<file path="config.mk">
export PLATFORM = sky130hd
export DESIGN_NAME = brsc_top
export DESIGN_NICKNAME = d
export VERILOG_FILES = /design/src/rtl/brsc_pkg.sv /design/src/rtl/brsc_mask_shift.sv /design/src/rtl/brsc_tap.sv /design/src/rtl/brsc_top.sv
export SDC_FILE = /design/constraint.sdc
export NUM_CORES = 1
export LEC_CHECK = 0
export BUFFER_PORTS_ARGS = -buffer_cell sky130_fd_sc_hd__buf_4
export CORE_MARGIN = 4
export CORE_UTILIZATION = 53
export DETAILED_ROUTE_END_ITERATION = 10
export GPL_TIMING_DRIVEN = 0
export HOLD_SLACK_MARGIN = 0.02
export PLACE_DENSITY_LB_ADDON = 0.08
export SETUP_SLACK_MARGIN = 0.1
export SKIP_CTS_REPAIR_TIMING = 1
export SLEW_MARGIN = 20
export SYNTH_ARGS = -nofsm -noshare
export SYNTH_HDL_FRONTEND = slang
export SYNTH_SLANG_ARGS = --single-unit
</file>
<file path="constraint.sdc">
create_clock -name i_sys_clk -period 2.41 [get_ports i_sys_clk]
set_input_delay 0.3615 -clock i_sys_clk [delete_from_list [all_inputs] [get_ports i_sys_clk]]
set_output_delay 0.3615 -clock i_sys_clk [all_outputs]
set_load 0.01 [all_outputs]
</file>
<file path="src/rtl/brsc_pkg.sv">
// Purpose: Shared constants and types of the reset/strap block
// Assumes: 125 MHz system clock
// Notes:   Config offsets are byte addresses
`default_nettype none
package brsc_pkg;
    // ==========
    // Config space
    localparam logic [7:0]  HDR_LAST_BYTE   = 8'h3F;
    localparam logic [7:0]  SEC_STATUS_OFF  = 8'h1E;
    localparam logic [7:0]  BRIDGE_CTL_OFF  = 8'h3E;
    localparam logic [7:0]  GPIO_CTL_OFF    = 8'h64;
    localparam int          SEC_RST_BIT     = 6;
    localparam int          STAT_66_BIT     = 5;
    localparam logic [15:0] BRIDGE_CTL_RST  = 16'h0000;
    localparam logic [3:0]  GPIO_OE_RST     = 4'h0;
    localparam logic [3:0]  GPIO_OUT_RST    = 4'h0;
    // ==========
    // Pin counts and timing
    localparam int          SEC_CLK_NUM     = 10;
    localparam int          GPIO_NUM        = 4;
    localparam int          CLK_PERIOD_NS   = 8;
    localparam int          EE_HALF_NS      = 1000;
    localparam int          EE_HALF_CYC     = EE_HALF_NS / CLK_PERIOD_NS;
    // ==========
    // TAP
    localparam logic [3:0]  IR_CAPTURE      = 4'h1;
    localparam logic [3:0]  IR_BYPASS       = 4'hF;
    typedef enum logic [15:0] {
        TS_RESET  = 16'h0001, TS_IDLE   = 16'h0002,
        TS_SELDR  = 16'h0004, TS_CAPDR  = 16'h0008,
        TS_SHDR   = 16'h0010, TS_EX1DR  = 16'h0020,
        TS_PAUDR  = 16'h0040, TS_EX2DR  = 16'h0080,
        TS_UPDDR  = 16'h0100, TS_SELIR  = 16'h0200,
        TS_CAPIR  = 16'h0400, TS_SHIR   = 16'h0800,
        TS_EX1IR  = 16'h1000, TS_PAUIR  = 16'h2000,
        TS_EX2IR  = 16'h4000, TS_UPDIR  = 16'h8000
    } brsc_tap_state_t;
endpackage : brsc_pkg
`default_nettype wire

</file>
<file path="src/rtl/brsc_mask_shift.sv">
// Purpose: Serial load of the secondary clock-disable mask
// Assumes: One bit taken per enabled cycle
// Notes:   Done drops whenever a load restarts
`default_nettype none
module brsc_mask_shift #(
    parameter int WIDTH = 10
) (
    // Clock and reset
    input  wire logic             i_sys_clk,
    input  wire logic             i_reset,
    input  wire logic             i_clk_en,
    // Stream
    input  wire logic             i_restart,
    input  wire logic             i_shift,
    input  wire logic             i_serial,
    // Result
    output logic      [WIDTH-1:0] o_mask,
    output logic                  o_done
);
    typedef struct packed {
        logic [WIDTH-1:0] sr;
        logic [4:0]       cnt;
        logic [WIDTH-1:0] mask;
        logic             done;
    } brsc_shift_st_t;
    brsc_shift_st_t q, d;

    always_comb begin
        d = q;
        if (i_shift && !q.done) begin
            d.sr = {i_serial, q.sr[WIDTH-1:1]};
            d.cnt = q.cnt + 5'h01;
            if (!i_restart && q.cnt == 5'(WIDTH - 1)) begin
                d.mask = d.sr;
                d.done = 1'b1;
            end
        end
        if (i_restart) begin
            d.cnt = 5'h00;
            d.done = 1'b0;
        end
    end

    always_ff @(posedge i_sys_clk) begin
        if (i_reset)
            q <= '0;
        else if (i_clk_en)
            q <= d;
    end

    assign o_mask = q.mask;
    assign o_done = q.done;
endmodule : brsc_mask_shift
`default_nettype wire

</file>
<file path="src/rtl/brsc_tap.sv">
// Purpose: Boundary-scan TAP controller with bypass register
// Assumes: Test clock sampled as a plain synchronous input
// Notes:   Test reset clears the controller without a clock
`default_nettype none
module brsc_tap (
    // Clock and reset
    input  wire logic i_sys_clk,
    input  wire logic i_reset,
    input  wire logic i_clk_en,
    // Test port
    input  wire logic i_test_reset_n,
    input  wire logic i_test_clock,
    input  wire logic i_test_mode_select,
    input  wire logic i_test_data_in,
    output logic      o_test_data_out,
    output logic      o_test_data_out_en
);
    typedef struct packed {
        brsc_pkg::brsc_tap_state_t st;
        logic                      tck;
        logic [3:0]                ir_sr;
        logic [3:0]                ir;
        logic                      byp;
        logic                      tdo;
        logic                      tdo_en;
    } brsc_tap_st_t;
    localparam brsc_tap_st_t TAP_RST = '{brsc_pkg::TS_RESET, 1'b0,
        4'h0, brsc_pkg::IR_BYPASS, 1'b0, 1'b0, 1'b0};
    brsc_tap_st_t q, d;
    brsc_pkg::brsc_tap_state_t nx;

    // Next state by one-hot index; an all-zero code falls back to reset, multi-hot codes follow the highest set bit
    localparam int NX0 [16] =
        '{1, 1, 3, 4, 4, 6, 6, 4, 1, 10, 11, 11, 13, 13, 11, 1};
    localparam int NX1 [16] =
        '{0, 2, 9, 5, 5, 8, 7, 8, 2, 0, 12, 12, 15, 14, 15, 2};
    always_comb begin
        nx = brsc_pkg::TS_RESET;
        for (int i = 0; i < 16; i++) begin
            if (q.st[i])
                nx = brsc_pkg::brsc_tap_state_t'(16'h0001 <<
                    (i_test_mode_select ? NX1[i] : NX0[i]));
        end
    end

    always_comb begin
        d = q;
        d.tck = i_test_clock;
        if (i_test_clock && !q.tck) begin
            case (q.st)
                brsc_pkg::TS_CAPIR: d.ir_sr = brsc_pkg::IR_CAPTURE;
                brsc_pkg::TS_SHIR:  d.ir_sr = {i_test_data_in, q.ir_sr[3:1]};
                brsc_pkg::TS_CAPDR: d.byp = 1'b0;
                brsc_pkg::TS_SHDR:  d.byp = i_test_data_in;
                brsc_pkg::TS_UPDIR: d.ir = q.ir_sr;
                brsc_pkg::TS_RESET: d.ir = brsc_pkg::IR_BYPASS;
                default:            d.byp = q.byp;
            endcase
            d.st = nx;
        end
        if (!i_test_clock && q.tck) begin
            d.tdo = (q.st == brsc_pkg::TS_SHIR) ? q.ir_sr[0] : q.byp;
            d.tdo_en = (q.st == brsc_pkg::TS_SHIR) ||
                       (q.st == brsc_pkg::TS_SHDR);
        end
    end

    always_ff @(posedge i_sys_clk or negedge i_test_reset_n) begin
        if (!i_test_reset_n)
            q <= TAP_RST;
        else if (i_reset)
            q <= TAP_RST;
        else if (i_clk_en)
            q <= d;
    end

    assign o_test_data_out    = q.tdo;
    assign o_test_data_out_en = q.tdo_en;
endmodule : brsc_tap
`default_nettype wire

</file>
<file path="src/rtl/brsc_top.sv">
// Purpose: Reset propagation, strap and misc control of the bridge
// Assumes: All pins synchronous to i_sys_clk
// Notes:   Primary tri-state acts combinationally on the reset pin
//
// How it works
// - Primary reset drops all primary output drive at once.
// - Primary reset restores header bytes 0h-3Fh.
// - Secondary reset follows primary reset or bridge-control bit.
// - Arbiter select low: internal arbiter; high: external.
// - External mode swaps request zero and grant zero roles.
// - 66 MHz strap shows only in secondary status.
// - Clock-control strap high in D3hot enters B2.
// - In B2 all secondary clocks stop low.
// - Clock-control strap low leaves clocks running in D3hot.
// - Four GPIO pins, input-only or bidirectional by enable bits.
// - In primary reset GPIO pin 0 shifts in; the mask pin stream after release replaces it.
// - EEPROM clock runs during autoload and VPD accesses.
// - EEPROM data is one shared bidirectional pin.
// - Test reset clears the TAP without a test clock.
// - TAP state follows mode select on test clock.
// - TAP shifts test input in and test output out.
// - Mask loads after primary release while secondary reset holds.
`default_nettype none
module brsc_top #(
    parameter int CLK_NUM  = brsc_pkg::SEC_CLK_NUM,
    parameter int GPIO_W   = brsc_pkg::GPIO_NUM
) (
    // Clock and reset
    input  wire logic              i_sys_clk,
    input  wire logic              i_reset,
    input  wire logic              i_clk_en,
    // Reset pins
    input  wire logic              i_primary_reset_n,
    output logic                   o_secondary_reset_out_n,
    output logic                   o_header_defaults_load,
    // Primary side drive control
    input  wire logic              i_primary_outputs_drive,
    output logic                   o_primary_outputs_oe,
    input  wire logic              i_upstream_system_error_req,
    output logic                   o_upstream_system_error_n_o,
    output logic                   o_upstream_system_error_n_oe,
    input  wire logic              i_primary_grant_drive,
    output logic                   o_primary_grant_oe,
    // Config access
    input  wire logic              i_cfg_wr,
    input  wire logic              i_cfg_rd,
    input  wire logic [7:0]        i_cfg_addr,
    input  wire logic [31:0]       i_cfg_wdata,
    input  wire logic [3:0]        i_cfg_be,
    output logic      [31:0]       o_cfg_rdata,
    output logic                   o_cfg_rvalid,
    // Arbiter straps and pins
    input  wire logic              i_arbiter_select_n,
    input  wire logic              i_downstream_request_zero_n,
    output logic                   o_downstream_grant_zero_n,
    input  wire logic              i_internal_grant_zero_n,
    input  wire logic              i_bridge_request_n,
    output logic                   o_external_arbiter,
    output logic                   o_internal_request_zero_n,
    output logic                   o_external_grant_n,
    // Power and clocks
    input  wire logic              i_upstream_66mhz_strap,
    input  wire logic              i_bus_power_clock_ctrl_en,
    input  wire logic              i_power_state_d3hot,
    input  wire logic              i_secondary_clock_src,
    input  wire logic              i_clock_disable_serial_in,
    output logic      [CLK_NUM-1:0] o_secondary_clock,
    output logic      [CLK_NUM-1:0] o_secondary_clock_en,
    output logic                   o_bus_b2,
    // GPIO
    input  wire logic [GPIO_W-1:0] i_gpio,
    output logic      [GPIO_W-1:0] o_gpio,
    output logic      [GPIO_W-1:0] o_gpio_oe,
    // Serial EEPROM
    input  wire logic              i_eeprom_use_enable_n,
    input  wire logic              i_ee_autoload_active,
    input  wire logic              i_ee_vpd_active,
    input  wire logic              i_ee_data_drive,
    input  wire logic              i_ee_data_out,
    output logic                   o_eeprom_serial_clock,
    input  wire logic              i_eeprom_serial_io,
    output logic                   o_eeprom_serial_io_o,
    output logic                   o_eeprom_serial_io_oe,
    output logic                   o_ee_data_in,
    output logic                   o_eeprom_enabled,
    // Boundary scan
    input  wire logic              i_test_reset_n,
    input  wire logic              i_test_clock,
    input  wire logic              i_test_mode_select,
    input  wire logic              i_test_data_in,
    output logic                   o_test_data_out,
    output logic                   o_test_data_out_en
);
    // ==========
    // State
    typedef struct packed {
        logic [15:0]        bridge_ctl;
        logic [GPIO_W-1:0]  gpio_oe;
        logic [GPIO_W-1:0]  gpio_out;
        logic [GPIO_W-1:0]  gpio_in;
        logic               strap66;
        logic               b2;
        logic [CLK_NUM-1:0] clk_en;
        logic [31:0]        rdata;
        logic               rvalid;
        logic [7:0]         ee_cnt;
        logic               ee_clk;
        logic               ee_din;
    } brsc_top_st_t;
    brsc_top_st_t q, d;

    // ==========
    // Decode and helpers
    logic               prim_rst;
    logic               ee_active;
    logic               sec_rst;
    logic               mask_done;
    logic [CLK_NUM-1:0] mask;
    logic               shift_en;
    logic               shift_bit;
    logic [15:0]        sec_status;
    logic [31:0]        wmask;

    assign prim_rst  = !i_primary_reset_n;
    assign ee_active = !i_eeprom_use_enable_n &&
                       (i_ee_autoload_active || i_ee_vpd_active);

    // Secondary reset also stretched until the mask has loaded
    assign sec_rst = prim_rst ||
                     q.bridge_ctl[brsc_pkg::SEC_RST_BIT] ||
                     !mask_done;

    // Shift during primary reset from GPIO, then from mask pin
    assign shift_en  = prim_rst || (sec_rst && !mask_done);
    assign shift_bit = prim_rst ? i_gpio[0]
                                : i_clock_disable_serial_in;

    always_comb begin
        sec_status = 16'h0000;
        sec_status[brsc_pkg::STAT_66_BIT] = q.strap66;
    end

    assign wmask = {{8{i_cfg_be[3]}}, {8{i_cfg_be[2]}},
                    {8{i_cfg_be[1]}}, {8{i_cfg_be[0]}}};

    // ==========
    // Next state
    always_comb begin
        d = q;
        d.strap66 = i_upstream_66mhz_strap;
        d.gpio_in = i_gpio;
        d.ee_din  = i_eeprom_serial_io;
        d.rvalid  = i_cfg_rd;

        // Config writes
        if (i_cfg_wr) begin
            if (i_cfg_addr[7:2] == brsc_pkg::BRIDGE_CTL_OFF[7:2]) begin
                d.bridge_ctl = (q.bridge_ctl & ~wmask[31:16]) |
                               (i_cfg_wdata[31:16] & wmask[31:16]);
            end
            if (i_cfg_addr[7:2] == brsc_pkg::GPIO_CTL_OFF[7:2]) begin
                if (i_cfg_be[0])
                    d.gpio_oe = i_cfg_wdata[GPIO_W-1:0];
                if (i_cfg_be[1])
                    d.gpio_out = i_cfg_wdata[8+GPIO_W-1:8];
            end
        end

        // Config reads
        if (i_cfg_rd) begin
            case (i_cfg_addr[7:2])
                brsc_pkg::SEC_STATUS_OFF[7:2]:
                    d.rdata = {sec_status, 16'h0000};
                brsc_pkg::BRIDGE_CTL_OFF[7:2]:
                    d.rdata = {q.bridge_ctl, 16'h0000};
                brsc_pkg::GPIO_CTL_OFF[7:2]:
                    d.rdata = {8'h00, 4'h0, q.gpio_in,
                               4'h0, q.gpio_out, 4'h0, q.gpio_oe};
                default:
                    d.rdata = 32'h0000_0000;
            endcase
        end

        // Bus power state and clock gating
        d.b2 = i_bus_power_clock_ctrl_en && i_power_state_d3hot;
        d.clk_en = ~mask & {CLK_NUM{!d.b2}};

        // EEPROM clock divider
        if (ee_active) begin
            if (q.ee_cnt == 8'(brsc_pkg::EE_HALF_CYC - 1)) begin
                d.ee_cnt = 8'h00;
                d.ee_clk = !q.ee_clk;
            end else begin
                d.ee_cnt = q.ee_cnt + 8'h01;
            end
        end else begin
            d.ee_cnt = 8'h00;
            d.ee_clk = 1'b0;
        end

        // Bridge control and GPIO registers back to defaults
        if (prim_rst) begin
            d.bridge_ctl = brsc_pkg::BRIDGE_CTL_RST;
            d.gpio_oe    = brsc_pkg::GPIO_OE_RST;
            d.gpio_out   = brsc_pkg::GPIO_OUT_RST;
        end
    end

    // ==========
    // Registers
    always_ff @(posedge i_sys_clk) begin
        if (i_reset) begin
            q <= '0;
            q.bridge_ctl <= brsc_pkg::BRIDGE_CTL_RST;
            q.gpio_oe    <= brsc_pkg::GPIO_OE_RST;
            q.gpio_out   <= brsc_pkg::GPIO_OUT_RST;
        end else if (i_clk_en) begin
            q <= d;
        end
    end

    // ==========
    // Clock-disable mask loader
    brsc_mask_shift #(
        .WIDTH   (CLK_NUM)
    ) u_mask (
        .i_sys_clk (i_sys_clk),
        .i_reset   (i_reset),
        .i_clk_en  (i_clk_en),
        .i_restart (prim_rst),
        .i_shift   (shift_en),
        .i_serial  (shift_bit),
        .o_mask    (mask),
        .o_done    (mask_done)
    );

    // ==========
    // Boundary scan
    brsc_tap u_tap (
        .i_sys_clk          (i_sys_clk),
        .i_reset            (i_reset),
        .i_clk_en           (i_clk_en),
        .i_test_reset_n     (i_test_reset_n),
        .i_test_clock       (i_test_clock),
        .i_test_mode_select (i_test_mode_select),
        .i_test_data_in     (i_test_data_in),
        .o_test_data_out    (o_test_data_out),
        .o_test_data_out_en (o_test_data_out_en)
    );

    // ==========
    // Reset and primary drive
    assign o_secondary_reset_out_n = !sec_rst;
    assign o_header_defaults_load  = prim_rst;
    // Gated straight from the pin so release is not clock-bound
    assign o_primary_outputs_oe = i_primary_outputs_drive &&
                                  !prim_rst;
    assign o_upstream_system_error_n_o  = 1'b0;
    assign o_upstream_system_error_n_oe = i_upstream_system_error_req &&
                                          !prim_rst;
    assign o_primary_grant_oe = i_primary_grant_drive && !prim_rst;

    // ==========
    // Arbiter routing
    assign o_external_arbiter = i_arbiter_select_n;
    assign o_internal_request_zero_n =
        i_arbiter_select_n ? 1'b1 : i_downstream_request_zero_n;
    assign o_external_grant_n =
        i_arbiter_select_n ? i_downstream_request_zero_n : 1'b1;
    assign o_downstream_grant_zero_n =
        i_arbiter_select_n ? i_bridge_request_n
                           : i_internal_grant_zero_n;

    // ==========
    // Clocks and power
    assign o_secondary_clock =
        {CLK_NUM{i_secondary_clock_src}} & q.clk_en;
    assign o_secondary_clock_en = q.clk_en;
    assign o_bus_b2             = q.b2;

    // ==========
    // GPIO, released during primary reset for the mask stream
    assign o_gpio    = q.gpio_out;
    assign o_gpio_oe = prim_rst ? {GPIO_W{1'b0}} : q.gpio_oe;

    // ==========
    // EEPROM
    assign o_eeprom_serial_clock = q.ee_clk;
    assign o_eeprom_serial_io_o  = i_ee_data_out;
    assign o_eeprom_serial_io_oe = ee_active && i_ee_data_drive;
    assign o_ee_data_in          = q.ee_din;
    assign o_eeprom_enabled      = !i_eeprom_use_enable_n;
    assign o_cfg_rdata           = q.rdata;
    assign o_cfg_rvalid          = q.rvalid;
endmodule : brsc_top
`default_nettype wire

</file>
==> impl_results.md <==
* Maximum vdd drop at 0.679 mV
* Setup TNS at 0 ns
* Starting Density at 54.8%
* Logic pwr share at 8.9%
* P_int at 0.00385 W
* Status: complete, no violations
* CP endpoint kind: primary output
* Crit path largest cell delay at 0.46 ns
* Vias/cell at 5.52
* Die area at 12400 µm²
* Initial antenna violation count at 0
* Layout cells sized above 1 at 27.4%
* Setup Viol. Count Final at 0
* Worst setup margin at 0.393 ns
* # rows at 37
* Post-synth EDFFs at 0
* RSZ-0062 raised after global routing: no
* CP Launch Type: primary input
* Avg Cell Area, Syn at 8.68 µm²
* Commonest non-fill, non-tap cell in the layout: buf_4
* Clock-pin slew on the worst setup and hold paths at 0.06 ns
* Post-DRT Antenna Nets at 0
* Hold EP: q[76]
* Crit Path Max Fanout at 10
* Max H-tree Level at 4
* P_sw at 0.00115 W
* Clock Tree Root: clkbuf_8
* Layout Nets at 897
* Critical R2R Capture: u_tap.q[2]
* Flop pwr share at 42.4%
* Synth async-reset ratio at 19.4%
* Longest Clk Path Bufs at 2
* Hold path depth at 2
* Routability cong. at 0.939
* Worst Tran Pin Value at 0.846 ns
* Post-Syn Area at 5690 µm²
* DRT Wirelength at 15.4 mm
* Worst-case reg-to-reg path depth at 5
* Clock Power Share at 48.7%
* Final global-route overflow total at 0
* Critical path class: primary input to primary output
* Drt drc at 0
* Final worst-path cycle share at 83.7%
* Cell Pwr Density at 669 nW/µm²
* Final min period at 2.02 ns
* Post-synthesis sequential area ratio at 45.8%
* Reg2reg setup slack at 0.40 ns
* Switching Fraction at 23.1%
* Diodes inserted at 0
* Number of max-cap violations at 0
* DP Wirelength at 11.3 mm
* Die X at 112 µm
* Worst min-delay path class: primary input to flip-flop
* Synth Register Bits at 124
* First-pass DRT Iterations at 5
* CP required at 2.05 ns
* Hold Crit Start: i_cfg_wdata[25]
* Clk sinks at 124
* Core area at 10400 µm²
* CP cell instances: buf_4 -> clkbuf_1 -> clkbuf_1 -> and2_1 -> buf_4
* I/O Buffers at 134
* Area grow syn2layout at 31.4%
* WL/cell at 16.0 µm
* Dpl ws at 0.267 ns
* DR iter-0 viols at 451
* Slew Limit Fails at 0
* CP arrival at 1.66 ns
* Max frequency at 496 MHz
* R2R Path Start: u_tap.q[26]
* Number of global-route vias before repair at 5165
* Pin count of the biggest net entering global routing at 25
* IO Pins at 155
* Slowest cell on the critical path: clkbuf_1
* CTS tree: built
* Number of fill cells at 801
* Most frequent cells in the layout: 183 x buf_4, 100 x dfxtp_1, 90 x nand2_1
* Clk Latency, worst-skew pair at 0.53 ns
* CTS Buf Count at 17
* Leak pwr at 3.29 nW
* Synth unique cells at 62
* Via count of the routed design at 5323
* All-Layer GR Usage at 25.0%
* Count of final hold-check violations at 0
* Height of the die at 112 µm
* Global-route wire length before repair at 25.2 mm
* Max-slew headroom at 43.6%
* Layout Utilization at 72.1%
* Yosys warns at 0
* Skew final at 0.00691 ns
* Cells after Synth at 655
* Ys flop type: dfxtp_1
[layout make-up]
class | count | area [µm²] | share of cell area (%)
clock buffers | 20 | 457 | 6.11
well taps | 136 | 170 | 2.28
inverters | 15 | 56.3 | 0.754
flip-flops and latches | 124 | 2600 | 34.8
plain buffers | 81 | 504 | 6.75
clock inverters | 11 | 114 | 1.52
repair buffers | 135 | 1020 | 13.6
multi-input cells | 443 | 2550 | 34.1
[cells by family (layout without fill, tap and decap cells)]
kind of cell | after synthesis | count (layout) | synth area share, %
multiplexers | 21 | 21 | 3.72
buffers and inverters | 96 | 262 | 9.86
XOR/XNOR | 7 | 7 | 1.08
AND/OR/NAND/NOR | 277 | 277 | 24.0
AO/OA/AOI/OAI | 125 | 125 | 14.6
flip-flops | 124 | 124 | 45.8
other | 1 | 9 | 0.0660
adder cells (fa/ha/maj) | 4 | 4 | 0.880
[critical path: cells and delay by family]
family | cells | cell delay [ns]
buf+inv | 4 | 1.10
simple gates | 1 | 0.19
[metrics by stage]
step	cells	area (µm²)	hold slack, ns	total power, W
after global routing	965	7470	0.0290	0.00520
after floorplan	663	5720	0.0659	0.00238
after global placement	933	6890	0.277	0.00259
after detailed placement	933	6890	0.280	0.00260
final	965	7470	0.0457	0.00500
after CTS	964	7460	-0.289	0.00504
[layer usage]
layer	global-route usage [%]	up-vias	part of all wire, %
li1	-	2569	-
met1	30.4	2497	41
met2	42.5	225	50
met3	6.58	32	7.5
met4	9.65	0	1.9
met5	0	-	0
[power by group through the flow]
stage / clock, W / combinational (W) / sequential (W)
2_1_floorplan: 0 / 0.000221 / 0.00216
3_3_place_gp: 0 / 0.000432 / 0.00216
3_5_place_dp: 0 / 0.000440 / 0.00216
4_1_cts: 0.00248 / 0.000443 / 0.00212
5_1_grt: 0.00259 / 0.000485 / 0.00212
6_report: 0.00244 / 0.000444 / 0.00212
[registers in the layout (all words and copies together), names as in the netlist, 4 cells and up]
name,count
u_mask.o_mask,10
o_gpio,4
o_cfg_rdata,24
q,33
o_secondary_clock_en,10
u_tap.q,22
u_mask.q,14
[synthesized netlist by cell type (5+ instances only)]
| cell | number | area share [%] |
|---|---|---|
| mux2i_1 | 20 | 3.5 |
| nand2b_1 | 10 | 1.1 |
| buf_4 | 49 | 6.5 |
| clkbuf_1 | 27 | 1.8 |
| a31oi_1 | 10 | 1.1 |
| a211oi_1 | 7 | 0.92 |
| a22o_1 | 17 | 2.6 |
| dfxtp_1 | 100 | 35 |
| inv_1 | 15 | 0.99 |
| nor2_1 | 58 | 3.8 |
| dfrtp_1 | 23 | 10 |
| nand2_1 | 90 | 5.9 |
| nor4_1 | 5 | 0.55 |
| a221oi_1 | 5 | 0.77 |
| o21ai_0 | 19 | 1.7 |
| nand3_1 | 31 | 2.7 |
| nor3_1 | 16 | 1.4 |
| a21oi_1 | 43 | 3.8 |
| and2_1 | 20 | 2.2 |
| nand4_1 | 15 | 1.7 |
[worst max-delay path by stage]
stage / startpoint / to / slack (ns)
floorplan: u_tap.q[26] / u_tap.q[18] / 0.59
global placement: i_reset / u_tap.q[11] / 0.29
detailed placement: i_reset / q[58] / 0.27
CTS: i_primary_reset_n / o_upstream_system_error_n_oe / 0.42
global route: u_tap.q[22] / u_tap.o_test_data_out_en / 0.23
finish: i_primary_reset_n / o_upstream_system_error_n_oe / 0.39
Power figures use the tool's default switching activity.
